==> src/phy_ctrl_pkg.sv <==
// Package: register map, field positions, reset values and timing counts
package phy_ctrl_pkg;
  localparam logic [4:0]  REG_BASIC_CONTROL   = 5'h00;
  localparam logic [4:0]  REG_INT_CTRL_STATUS = 5'h1b;
  localparam logic [4:0]  REG_CABLE_DIAG      = 5'h1d;
  localparam logic [4:0]  REG_PHY_CONTROL_SECOND   = 5'h1f;
  // Basic control fields
  localparam int BC_LOOPBACK_BIT = 14;
  localparam int BC_SPEED_BIT    = 13;
  localparam int BC_ANEG_BIT     = 12;
  localparam int BC_DUPLEX_BIT   = 8;
  // Second control fields
  localparam int PC2_MDIX_SEL_BIT   = 14;
  localparam int PC2_MDIX_DIS_BIT   = 13;
  localparam int PC2_IRQ_LEVEL_BIT  = 9;
  localparam int PC2_TX_DIS_BIT     = 3;
  localparam int PC2_REMOTE_LB_BIT  = 2;
  // Cable diagnostic fields
  localparam int CD_START_BIT  = 15;
  localparam int CD_RESULT_HI  = 14;
  localparam int CD_RESULT_LO  = 13;
  localparam int CD_DIST_W     = 9;
  localparam logic [1:0] CD_NORMAL = 2'h0;
  localparam logic [1:0] CD_OPEN   = 2'h1;
  localparam logic [1:0] CD_SHORT  = 2'h2;
  localparam logic [1:0] CD_FAIL   = 2'h3;
  // Reset values
  localparam logic [15:0] BASIC_CONTROL_RST = 16'h3100;
  localparam logic [15:0] PHY_CONTROL_SECOND_RST = 16'h0000;
  // Management frame
  localparam logic [4:0] PHY_ADDR_DEFAULT = 5'h00;
  localparam int         PREAMBLE_BITS    = 32;
  // Diagnostic timing
  localparam int DIAG_PULSE_NS   = 100;
  localparam int CLK_PERIOD_NS   = 4;
  localparam int DIAG_PULSE_CYC  = (DIAG_PULSE_NS + CLK_PERIOD_NS - 1) / CLK_PERIOD_NS;
  localparam int DIAG_WINDOW_CYC = 1024;
endpackage : phy_ctrl_pkg

==> src/phy_control_diag.sv <==
// Control and diagnostic top: registers, interrupt, crossover, loopbacks
// Notes on behaviour
// - Upper interrupt byte enables eight conditions
// - Lower interrupt byte records occurred conditions
// - Reading interrupt register clears all status
// - Control bit 9 picks polarity; default low
// - Auto crossover on at reset; bit 13 disables
// - Bit 14 forces pair map when auto off
// - Auto mode follows partner's sensed pair usage
// - Local loopback returns MAC transmit, full duplex
// - Looped frames also hit line unless disabled
// - Basic control: loopback, speed, autoneg, duplex
// - Control bit 3 disables line transmitter
// - Remote loopback returns line frames, 100 full
// - Control bit 2 enables remote loopback
// - Writing start bit launches test, self clears
// - Start bit reads one while test runs
// - Result code: normal, open, short, failed
// - Unsilenced partner gives failed code, no measurement
// - Nine-bit fault distance in low bits
// - Pulse sent, reflection gives type and distance
module phy_control_diag
  import phy_ctrl_pkg::*;
#(
  parameter int DIAG_WINDOW = DIAG_WINDOW_CYC
)(
  input  wire logic        ref_clk_i,
  input  wire logic        nrst_i,
  input  wire logic        mdc_i,
  input  wire logic        mdio_i,
  output logic             mdio_o,
  output logic             mdio_oe_o,
  input  wire logic [4:0]  phy_addr_i,
  input  wire logic [7:0]  int_event_i,
  output logic             irq_out_o,
  input  wire logic        partner_mdix_i,
  output logic             mdix_sel_o,
  output logic [1:0]       link_speed_o,
  input  wire logic        mac_tx_en_i,
  input  wire logic [1:0]  mac_txd_i,
  output logic             mac_crs_dv_o,
  output logic [1:0]       mac_rxd_o,
  input  wire logic        line_rx_dv_i,
  input  wire logic [1:0]  line_rxd_i,
  output logic             line_tx_en_o,
  output logic [1:0]       line_txd_o,
  input  wire logic        link_up_i,
  input  wire logic        link_100_full_i,
  input  wire logic        partner_quiet_i,
  input  wire logic        echo_i,
  input  wire logic        echo_short_i,
  output logic             diag_pulse_o
);
  import phy_ctrl_pkg::*;

  logic        wr_stb, rd_stb;
  logic [4:0]  reg_addr;
  logic [15:0] wr_data, rd_data;
  logic [15:0] bc_q, bc_d, pc2_q, pc2_d;
  logic [7:0]  ien_q, ien_d, ist_q, ist_d;
  logic [7:0]  ev_m_q, ev_s_q, ev_p_q;
  logic [2:0]  ana_m_q, ana_s_q;  // Quiet, echo, echo shape from the analog side
  logic        mdix_m_q, mdix_s_q;
  logic        start_q, start_d;
  logic        diag_busy;
  logic [1:0]  diag_res;
  logic [CD_DIST_W-1:0] diag_dist;
  logic        irq_act;
  logic        lb_local, lb_remote, tx_disable;
  logic        txen_q, rxdv_q;
  logic [1:0]  txd_q, rxd_q;
  logic        crs_q, crs_d, ltx_q, ltx_d;
  logic [1:0]  mrxd_q, mrxd_d, ltxd_q, ltxd_d;

  mdio_slave u_mdio (
    .ref_clk_i  (ref_clk_i),
    .nrst_i     (nrst_i),
    .mdc_i      (mdc_i),
    .mdio_i     (mdio_i),
    .phy_addr_i (phy_addr_i),
    .rd_data_i  (rd_data),
    .mdio_o     (mdio_o),
    .mdio_oe_o  (mdio_oe_o),
    .wr_stb_o   (wr_stb),
    .rd_stb_o   (rd_stb),
    .reg_addr_o (reg_addr),
    .wr_data_o  (wr_data)
  );

  cable_diag #(.WINDOW_CYC(DIAG_WINDOW)) u_diag (
    .ref_clk_i       (ref_clk_i),
    .nrst_i          (nrst_i),
    .start_i         (start_q),
    .partner_quiet_i (ana_s_q[2]),
    .echo_i          (ana_s_q[1]),
    .echo_short_i    (ana_s_q[0]),
    .busy_o          (diag_busy),
    .pulse_o         (diag_pulse_o),
    .result_o        (diag_res),
    .dist_o          (diag_dist)
  );

  // Read mux; returned value is the pre-clear status
  always_comb begin
    case (reg_addr)
      REG_BASIC_CONTROL:   rd_data = bc_q;
      REG_INT_CTRL_STATUS: rd_data = {ien_q, ist_q};
      REG_CABLE_DIAG:      rd_data = {diag_busy | start_q, diag_res, 4'h0, diag_dist};
      REG_PHY_CONTROL_SECOND:   rd_data = pc2_q;
      default:             rd_data = 16'h0000;
    endcase
  end

  // Event edges from outside domain; new events beat the read clear
  always_comb begin
    bc_d    = bc_q;
    pc2_d   = pc2_q;
    ien_d   = ien_q;
    start_d = 1'b0;
    ist_d   = ist_q;
    if (rd_stb && reg_addr == REG_INT_CTRL_STATUS) ist_d = 8'h00;
    ist_d = ist_d | (ev_s_q & ~ev_p_q);
    if (wr_stb) begin
      case (reg_addr)
        REG_BASIC_CONTROL:   bc_d  = wr_data;
        REG_INT_CTRL_STATUS: ien_d = wr_data[15:8];
        REG_PHY_CONTROL_SECOND:   pc2_d = wr_data;
        REG_CABLE_DIAG:      start_d = wr_data[CD_START_BIT] & ~diag_busy;
        default:             ;
      endcase
    end
  end

  always_ff @(posedge ref_clk_i) begin
    if (!nrst_i) begin
      bc_q <= BASIC_CONTROL_RST; pc2_q <= PHY_CONTROL_SECOND_RST;
      ien_q <= 8'h00; ist_q <= 8'h00; start_q <= 1'b0;
      ev_m_q <= '0; ev_s_q <= '0; ev_p_q <= '0; mdix_m_q <= 1'b0; mdix_s_q <= 1'b0;
      ana_m_q <= '0; ana_s_q <= '0;
    end else begin
      bc_q <= bc_d; pc2_q <= pc2_d; ien_q <= ien_d; ist_q <= ist_d; start_q <= start_d;
      ev_m_q <= int_event_i; ev_s_q <= ev_m_q; ev_p_q <= ev_s_q;
      mdix_m_q <= partner_mdix_i; mdix_s_q <= mdix_m_q;
      // Analog levels are asynchronous; two flops before the sequencer sees them
      ana_m_q <= {partner_quiet_i, echo_i, echo_short_i}; ana_s_q <= ana_m_q;
    end
  end

  // Interrupt pin level follows programmed polarity
  assign irq_act   = |(ien_q & ist_q);
  assign irq_out_o = pc2_q[PC2_IRQ_LEVEL_BIT] ? irq_act : ~irq_act;

  // Pair map: sensed in auto mode, else forced by software
  assign mdix_sel_o = pc2_q[PC2_MDIX_DIS_BIT] ? pc2_q[PC2_MDIX_SEL_BIT]
                                              : mdix_s_q;
  assign link_speed_o = {bc_q[BC_SPEED_BIT], bc_q[BC_DUPLEX_BIT]};

  // Loopback qualification; local needs full duplex, remote needs link up at 100 full
  assign lb_local   = bc_q[BC_LOOPBACK_BIT] & bc_q[BC_DUPLEX_BIT];
  assign lb_remote  = pc2_q[PC2_REMOTE_LB_BIT] & link_up_i & link_100_full_i;
  assign tx_disable = pc2_q[PC2_TX_DIS_BIT];

  // Datapath steering; two register stages each way, same reference clock
  always_comb begin
    crs_d  = rxdv_q;
    mrxd_d = rxdv_q ? rxd_q : 2'h0;
    ltx_d  = txen_q;
    ltxd_d = txen_q ? txd_q : 2'h0;
    if (lb_local) begin
      crs_d  = txen_q;
      mrxd_d = txen_q ? txd_q : 2'h0;
    end
    if (lb_remote) begin
      ltx_d  = rxdv_q;
      ltxd_d = rxdv_q ? rxd_q : 2'h0;
    end
    if (tx_disable) begin
      ltx_d  = 1'b0;
      ltxd_d = 2'h0;
    end
  end

  always_ff @(posedge ref_clk_i) begin
    if (!nrst_i) begin
      txen_q <= 1'b0; txd_q <= '0; rxdv_q <= 1'b0; rxd_q <= '0;
      crs_q <= 1'b0; mrxd_q <= '0; ltx_q <= 1'b0; ltxd_q <= '0;
    end else begin
      txen_q <= mac_tx_en_i; txd_q <= mac_txd_i; rxdv_q <= line_rx_dv_i; rxd_q <= line_rxd_i;
      crs_q <= crs_d; mrxd_q <= mrxd_d; ltx_q <= ltx_d; ltxd_q <= ltxd_d;
    end
  end

  assign mac_crs_dv_o = crs_q;
  assign mac_rxd_o    = mrxd_q;
  assign line_tx_en_o = ltx_q;
  assign line_txd_o   = ltxd_q;
  // Diagnostic pulse, echo timing and fail path live in cable_diag
endmodule : phy_control_diag

==> src/mdio_slave.sv <==
// MII management serial slave running from sampled MDC edges
module mdio_slave
  import phy_ctrl_pkg::*;
(
  input  wire logic        ref_clk_i,
  input  wire logic        nrst_i,
  input  wire logic        mdc_i,
  input  wire logic        mdio_i,
  input  wire logic [4:0]  phy_addr_i,
  input  wire logic [15:0] rd_data_i,
  output logic             mdio_o,
  output logic             mdio_oe_o,
  output logic             wr_stb_o,
  output logic             rd_stb_o,
  output logic [4:0]       reg_addr_o,
  output logic [15:0]      wr_data_o
);
  import phy_ctrl_pkg::*;
  typedef enum logic [2:0] {S_PRE, S_ST, S_HDR, S_TA, S_DATA} mst_e;
  mst_e        st_q, st_d;
  logic [2:0]  mdc_s_q, mdc_s_d;
  logic [1:0]  mdio_s_q, mdio_s_d;
  logic [5:0]  cnt_q, cnt_d;
  logic [15:0] sh_q, sh_d;
  logic        rd_q, rd_d, ours_q, ours_d, oe_q, oe_d, out_q, out_d;
  logic        wr_d, rs_d;
  logic [4:0]  ra_q, ra_d;
  logic [15:0] wd_d;
  logic        rise, fall, bit_in;

  // Two flops before use; third stage only feeds edge detection
  assign rise   = mdc_s_q[1] & ~mdc_s_q[2];
  assign fall   = ~mdc_s_q[1] & mdc_s_q[2];
  assign bit_in = mdio_s_q[1];

  // Frame decoder: preamble, start, opcode, addresses, turnaround, data
  always_comb begin
    mdc_s_d  = {mdc_s_q[1:0], mdc_i};
    mdio_s_d = {mdio_s_q[0], mdio_i};
    st_d = st_q; cnt_d = cnt_q; sh_d = sh_q; rd_d = rd_q; ours_d = ours_q;
    oe_d = oe_q; out_d = out_q; ra_d = ra_q; wr_d = 1'b0; rs_d = 1'b0; wd_d = wr_data_o;
    // Shift only once data bits begin; both turnaround bits stay at zero
    if (fall && oe_q && st_q == S_DATA) begin
      out_d = sh_q[15];
      sh_d  = {sh_q[14:0], 1'b0};
    end
    if (rise) begin
      case (st_q)
        S_PRE: begin
          if (bit_in) cnt_d = (cnt_q == 6'd32) ? cnt_q : cnt_q + 6'd1;
          else if (cnt_q == 6'(PREAMBLE_BITS)) st_d = S_ST;
          else cnt_d = '0;
        end
        S_ST: begin
          st_d = bit_in ? S_HDR : S_PRE;
          cnt_d = '0;
        end
        S_HDR: begin
          sh_d  = {sh_q[14:0], bit_in};
          cnt_d = cnt_q + 6'd1;
          if (cnt_q == 6'd11) begin
            st_d   = S_TA;
            cnt_d  = '0;
            rd_d   = sh_q[10];
            ours_d = (sh_q[8:4] == phy_addr_i) || (sh_q[8:4] == PHY_ADDR_DEFAULT);
            ra_d   = {sh_q[3:0], bit_in};
            if (sh_q[10] && ((sh_q[8:4] == phy_addr_i) || (sh_q[8:4] == PHY_ADDR_DEFAULT))) begin
              oe_d = 1'b1;  // Drive zero through the turnaround
              out_d = 1'b0;
            end
          end
        end
        S_TA: begin
          cnt_d = cnt_q + 6'd1;
          // Fetch once the register address is registered, else the old one is read
          if (cnt_q == 6'd0 && rd_q && ours_q) begin
            rs_d = 1'b1;  // Read side effects happen here
            sh_d = rd_data_i;
          end
          if (cnt_q == 6'd1) begin
            st_d = S_DATA;
            cnt_d = '0;
          end
        end
        S_DATA: begin
          if (!rd_q) sh_d = {sh_q[14:0], bit_in};
          cnt_d = cnt_q + 6'd1;
          if (cnt_q == 6'd15) begin
            st_d = S_PRE;
            cnt_d = '0;
            oe_d = 1'b0;
            if (!rd_q && ours_q) begin
              wr_d = 1'b1;
              wd_d = {sh_q[14:0], bit_in};
            end
          end
        end
        default: st_d = S_PRE;
      endcase
    end
  end

  // Register stage
  always_ff @(posedge ref_clk_i) begin
    if (!nrst_i) begin
      st_q <= S_PRE; mdc_s_q <= '0; mdio_s_q <= 2'h3; cnt_q <= '0; sh_q <= '0;
      rd_q <= 1'b0; ours_q <= 1'b0; oe_q <= 1'b0; out_q <= 1'b0; ra_q <= '0;
      wr_stb_o <= 1'b0; rd_stb_o <= 1'b0; wr_data_o <= '0;
    end else begin
      st_q <= st_d; mdc_s_q <= mdc_s_d; mdio_s_q <= mdio_s_d; cnt_q <= cnt_d; sh_q <= sh_d;
      rd_q <= rd_d; ours_q <= ours_d; oe_q <= oe_d; out_q <= out_d; ra_q <= ra_d;
      wr_stb_o <= wr_d; rd_stb_o <= rs_d; wr_data_o <= wd_d;
    end
  end

  assign mdio_o     = out_q;
  assign mdio_oe_o  = oe_q;
  assign reg_addr_o = ra_q;
endmodule : mdio_slave

==> src/cable_diag.sv <==
// Cable reflectometry sequencer: quiet check, pulse, echo timing
module cable_diag
  import phy_ctrl_pkg::*;
#(
  parameter int WINDOW_CYC = DIAG_WINDOW_CYC
)(
  input  wire logic                ref_clk_i,
  input  wire logic                nrst_i,
  input  wire logic                start_i,
  input  wire logic                partner_quiet_i,
  input  wire logic                echo_i,
  input  wire logic                echo_short_i,
  output logic                     busy_o,
  output logic                     pulse_o,
  output logic [1:0]               result_o,
  output logic [CD_DIST_W-1:0]     dist_o
);
  import phy_ctrl_pkg::*;
  // Counter is 16 bits wide; refuse windows it cannot count
  if (WINDOW_CYC < 2 || WINDOW_CYC > 65535) begin : g_bad_window
    $error("bad WINDOW_CYC");
  end
  typedef enum logic [1:0] {D_IDLE, D_PULSE, D_LISTEN} dst_e;
  dst_e                 st_q, st_d;
  logic [15:0]          cnt_q, cnt_d;
  logic [1:0]           res_q, res_d;
  logic [CD_DIST_W-1:0] dist_q, dist_d;

  // Reported echo distance saturates at the field width
  always_comb begin
    st_d = st_q; cnt_d = cnt_q; res_d = res_q; dist_d = dist_q;
    case (st_q)
      D_IDLE: if (start_i) begin
        cnt_d = '0;
        if (!partner_quiet_i) begin
          res_d  = CD_FAIL;
          dist_d = '0;
        end else st_d = D_PULSE;
      end
      D_PULSE: begin
        cnt_d = cnt_q + 16'd1;
        if (cnt_q == 16'(DIAG_PULSE_CYC - 1)) begin
          st_d = D_LISTEN;
          cnt_d = '0;
        end
      end
      D_LISTEN: begin
        cnt_d = cnt_q + 16'd1;
        if (echo_i) begin  // Shape gives type, time gives distance
          st_d   = D_IDLE;
          res_d  = echo_short_i ? CD_SHORT : CD_OPEN;
          dist_d = (cnt_q > 16'h01ff) ? 9'h1ff : cnt_q[CD_DIST_W-1:0];
        end else if (cnt_q == 16'(WINDOW_CYC - 1)) begin
          st_d   = D_IDLE;
          res_d  = CD_NORMAL;
          dist_d = '0;
        end
      end
      default: st_d = D_IDLE;
    endcase
  end

  always_ff @(posedge ref_clk_i) begin
    if (!nrst_i) begin
      st_q <= D_IDLE; cnt_q <= '0; res_q <= CD_NORMAL; dist_q <= '0;
    end else begin
      st_q <= st_d; cnt_q <= cnt_d; res_q <= res_d; dist_q <= dist_d;
    end
  end

  assign busy_o   = (st_q != D_IDLE);
  assign pulse_o  = (st_q == D_PULSE);
  assign result_o = res_q;
  assign dist_o   = dist_q;
endmodule : cable_diag

==> config.mk <==
export PLATFORM = sky130hd
export DESIGN_NAME = phy_control_diag
export DESIGN_NICKNAME = d
export VERILOG_FILES = /design/src/phy_ctrl_pkg.sv /design/src/phy_control_diag.sv /design/src/mdio_slave.sv /design/src/cable_diag.sv
export SDC_FILE = /design/constraint.sdc
export NUM_CORES = 1
export LEC_CHECK = 0
export BUFFER_PORTS_ARGS = -buffer_cell sky130_fd_sc_hd__buf_2
export CORE_MARGIN = 4
export CORE_UTILIZATION = 43
export CTS_BUF_LIST = sky130_fd_sc_hd__clkbuf_16
export CTS_CLUSTER_SIZE = 24
export DETAILED_ROUTE_END_ITERATION = 7
export SYNTH_ARGS = -nofsm -noshare
export SYNTH_HDL_FRONTEND = slang
export SYNTH_SLANG_ARGS = --single-unit
==> constraint.sdc <==
create_clock -name ref_clk_i -period 2.2 [get_ports ref_clk_i]
set_clock_uncertainty 0.15 [all_clocks]
set_input_delay 0.33 -clock ref_clk_i [delete_from_list [all_inputs] [get_ports ref_clk_i]]
set_output_delay 0.33 -clock ref_clk_i [all_outputs]
set_load 0.1 [all_outputs]
Yosys cells after proc, flatten, opt, wreduce, memory -nomap -nowiden
Cells that the tools add are included.

Equality and inequality tests: 28. Order comparisons: 1. Reduce and logical (&&, ||, !) cells: 35. Multiplexer cells: 60. Add/subtract/negate cells: 2. Bitwise gates (word level): 16.

Operators by type and width (count): $mux W16 (6); $pmux W16 S3 (2); $pmux W16 S4 (1); $mux W9 (5); $mux W6 (6); $pmux W6 S5 (1); $mux W2 (14); $pmux W9 S2 (1); $add A16 B1 Y16 const B (1); $and A8 B8 Y8 (2); $eq A16 B10 Y1 const B (1); $eq A16 B5 Y1 const B (1); $gt A16 B9 Y1 const B (1); $reduce_and A4 Y1 (4); $eq A5 B5 Y1 const B (3); $mux W3 (5); $pmux W3 S5 (1); $mux W1 (14); $eq A6 B4 Y1 const B (2); $ne A2 B2 Y1 const B (6); $reduce_and A3 Y1 (4); $logic_not A5 Y1 (2); $ne A2 B1 Y1 const B (5); $mux W8 (1); 32 further kinds (53).

Flip-flop bits (word level): 179. Word-level logic and storage cells: 179. Input bits: 29. Output and inout bits: 13.

Logic depth before layout (Yosys ltp)
Depth in word-level cells: 9. Gate-level depth with buffers: 8. Gate-level depth less buffers: 7.

Modules after synthesis
Synthesis repeated with hierarchy kept, for this count alone.

Cell total of the unflattened synthesis: 877. Area total of the unflattened synthesis: 7971.4 µm².

Modules (own cells, without submodules): phy_control_diag (instances 1, area each 3420.8 µm², cells an instance 374, sequential area each 1861.8 µm²); mdio_slave (instances 1, area each 2825.2 µm², cells an instance 295, sequential area each 1141.1 µm²); cable_diag (instances 1, area each 1725.4 µm², cells an instance 208, sequential area each 580.6 µm²).

Least setup slack after synthesis
No wires, ideal clock.

Path kind: reg-to-output. Start point: register ist_q[7]. End point: output irq_out_o. Arrival: 2.171 ns. Slack: -0.451 ns. Data required time: 1.720 ns. Cell stages (with the launch flop): 4. Buffers on the path: 0. Cells stage by stage: dfxtp_1 a22oi_1 nand4_1 xnor2_1.

Word-level cells in the longest chain between the ends: 4.

RTL lines: start, declared (line phy_control_diag.sv:60) `logic [7:0] ien_q, ien_d, ist_q, ist_d;`; start signal, assigned (line phy_control_diag.sv:137) `ien_q <= 8'h00; ist_q <= 8'h00; start_q <= 1'b0;`; start signal, assigned (line phy_control_diag.sv:141) `bc_q <= bc_d; pc2_q <= pc2_d; ien_q <= ien_d; ist_q <= ist_d; start_q <= start_d;`; $and A8 B8 Y8 (*) (line phy_control_diag.sv:150) `assign irq_act = |(ien_q & ist_q);`; $reduce_or A8 Y1 (*) (line phy_control_diag.sv:150); $not A1 Y1 (line phy_control_diag.sv:151) `assign irq_out_o = pc2_q[PC2_IRQ_LEVEL_BIT] ? irq_act : ~irq_act;`; $mux W1 (*) (line phy_control_diag.sv:151); end, declared (line phy_control_diag.sv:35) `output logic irq_out_o,`.

Mark *: on every way between the ends. The rest lies on a longest branch, timed or not.

Final worst setup path
Start point: register ist_q[4]. End point: output irq_out_o.

Same word-level chain as after synthesis.

==> run_results.csv <==
group,metric,value,unit
outcome,status,"finished clean",
timing,timing.fmax,0.468,GHz
clock_tree,root_buffer,"clkbuf_16",
timing,hold_viol_final,0,
synthesis,synth_area,8040,um^2
timing,rsz0062_at_grt,"yes",
global_route,grt_pass1_vias,6155,
place,dp.final_hpwl,14000,um
cells_and_area,diodes,0,
drt,vias,6661,
synthesis,syn-num-nets,946,
synthesis,synth.most_common_cell,"dfxtp_1",
job,max_cap_viol_count,0,
drt,dr.pass1.iters,5,
synthesis,postSynthAreaPerCell,8.85,um^2
timing,tightest_slew,0.643,ns
cells_and_area,fin_nets,1016,
place,gp_congestion,0.858,
drt,drt_wl_total,19700,um
synthesis,synth_top_cell_area_share,44.6,%
clock_tree,cts_tree,"yes",
synthesis,synth_edf_count,0,
synthesis,synth_seq_area_share,44.6,%
die,die_w,145,um
synthesis,yosys-top-cells-count,"dfxtp_1, nand2_1, a21oi_1",
die,rows,49,
setup_path,crit_path_end_kind,"primary output",
synthesis,yosys-top-cells-area,"dfxtp_1, mux2i_1, nand2_1",
clock_tree,path_clk_slew,0.08,ns
setup_path,crit_fanout,3,
die,io_pins,42,
pwr,power.density,712,nW/um^2
global_route,antenna_found_initial,1,
drt,wire_per_inst,16.1,um
timing,setup-tns-final,0,ns
pwr,peakVddDrop,567,uV
drt,drtIter0Drc,498,
cells_and_area,syn2layout_area_growth,19.0,%
synthesis,synthCells,908,
synthesis,ys_ff_latch,179,
synthesis,synth_flop_cell,"dfxtp_1",
synthesis,synth_async_sr_flop_share,0,%
clock_tree,cts_sinks,179,
setup_path,critical_path_arrival,1.65,ns
place,portBuffers,41,
timing,finalSetupViolations,0,
clock_tree,clock_latency,0.44,ns
drt,antenna_left,0,
die,die_h,145,um
global_route,grt_pass1_wl,32700,um
timing,fin_crit_sh,97.0,%
clock_tree,clock_path_buffers,2,
global_route,grt_usage,19.6,%
cells_and_area,drive_above_1_share,16.4,%
timing,slew_viol_final,0,
drt,drc,0,
place,dpl_cell_area,8650,um^2
die,core,18100,um^2
setup_path,startpoint_type,"flip-flop",
clock_tree,h-tree-depth,4,
global_route,overflow,0,
clock_tree,cts_buffers,17,
pwr,power.leakage,3.64,nW
drt,vias_per_cell,5.46,
die,start_util,44.3,%
min_path,hp-class,"in -> reg",
synthesis,synth.distinct_cells,74,
synthesis,yosys.area.top_type,"dfxtp_1",
timing,min_period,2.13,ns
setup_path,path_class,"reg -> out",
die,design.die.area,20900,um^2
timing,max_slew_margin,56.7,%
cells_and_area,fin_area,9570,um^2
global_route,grt_max_degree,33,
synthesis,yosysWarningCount,0,
setup_path,required,1.72,ns
power by group:
part | total, mW | switching [mW] | internal, mW
Clock | 3.18 | 1.58 | 1.60
Sequential | 3.32 | 0.0311 | 3.29
Combinational | 0.314 | 0.179 | 0.134
Total | 6.81 | 1.79 | 5.02
repair_timing:
action	in CTS	in global routing
endpoints found under the hold margin	20	0
gates resized for setup	0	19
endpoints found under the setup margin	0	33
buffers inserted	0	3
hold buffers	20	0
flip-flops by register name (all words and copies together), names as in the netlist, 5 cells and up:
name	cells
bc_q	16
ev_m_q	8
ev_p_q	8
ev_s_q	8
ien_q	8
ist_q	8
pc2_q	16
u_diag.cnt_q	16
u_diag.dist_o	9
u_mdio.cnt_q	6
u_mdio.reg_addr_o	5
u_mdio.sh_q	16
u_mdio.wr_data_o	16
cell usage in the layout, fill, tap and decap left out, types with 11 or more instances in the layout:
master / synthesis / routed
dlygate4sd3_1: 0 / 20
buf_4: 7 / 44
and2_1: 50 / 49
nand2_1: 125 / 125
nor2b_1: 11 / 11
nor2_1: 77 / 77
mux2i_1: 60 / 60
a21o_1: 15 / 15
o21ai_0: 27 / 26
dfxtp_1: 179 / 172
nand4_1: 14 / 14
nand3_1: 27 / 27
a211oi_1: 14 / 13
xnor2_1: 12 / 11
inv_1: 12 / 12
clkbuf_16: 0 / 17
a21oi_1: 80 / 80
a221oi_1: 21 / 21
buf_2: 18 / 40
critical path: stages, from the launching register on:
cell	delay (ns)
dfxtp_2	0.36
a22oi_1	0.19
nand4_1	0.17
xnor2_2	0.28
buf_12	0.21
worst paths after layout:
kind	from	end	slack (ns)	depth (start not counted)
hold / removal	nrst_i	bc_q[13]$_SDFFE_PN1P_	0.07	2
setup reg to reg	u_mdio.cnt_q[0]$_SDFFE_PN0P_	u_mdio.st_q[1]$_SDFFE_PN0P_	0.12	6
hold reg to reg	u_mdio.mdio_s_q[0]$_SDFF_PN1_	u_mdio.mdio_s_q[1]$_SDFF_PN1_	0.27	1
setup / recovery	ist_q[4]$_SDFF_PN0_	irq_out_o	0.07	4
per-stage QoR:
stage	power, mW	util [%]	std cells	hold slack [ns]	worst slack [ns]
2_1_floorplan	3.58	-	908	0.236	0.120
3_3_place_gp	3.68	47.7	1165	0.239	0.0814
5_1_grt	7.07	52.7	1220	0.0765	-0.0143
3_5_place_dp	3.68	47.7	1165	0.245	0.0262
6_report	6.81	52.7	1220	0.0657	0.0653
4_1_cts	6.88	52.3	1217	0.0575	0.00108
cell type report:
type                            instances  area (um^2)
Clock buffer                           17          425
Clock inverter                         15          216
Fill cell                            1713         8580
Inverter                               13         48.8
Multi-Input combinational cell        658         4160
Sequential cell                       179         3600
Tap cell                              229          287
Timing Repair Buffer                  109          831
layer usage:
layer,vias up,global-route usage [%],part of all wire [%]
met3,20,3.81,3.8
li1,3355,-,-
met4,2,5.55,1.4
met1,3161,27.9,48
met5,-,0,0.076
met2,123,30.5,47
kinds of logic (layout without fill, tap and decap cells):
group	after synthesis	after routing	synth area share, %
buffers and inverters	71	154	4.34
flip-flops	179	179	44.6
XOR/XNOR	18	18	1.96
adder cells (fa/ha/maj)	9	9	1.40
AO/OA/AOI/OAI	208	208	17.3
AND/OR/NAND/NOR	359	359	22.4
multiplexers	64	64	8.03
No activity file was read; power rests on OpenSTA's default activity.
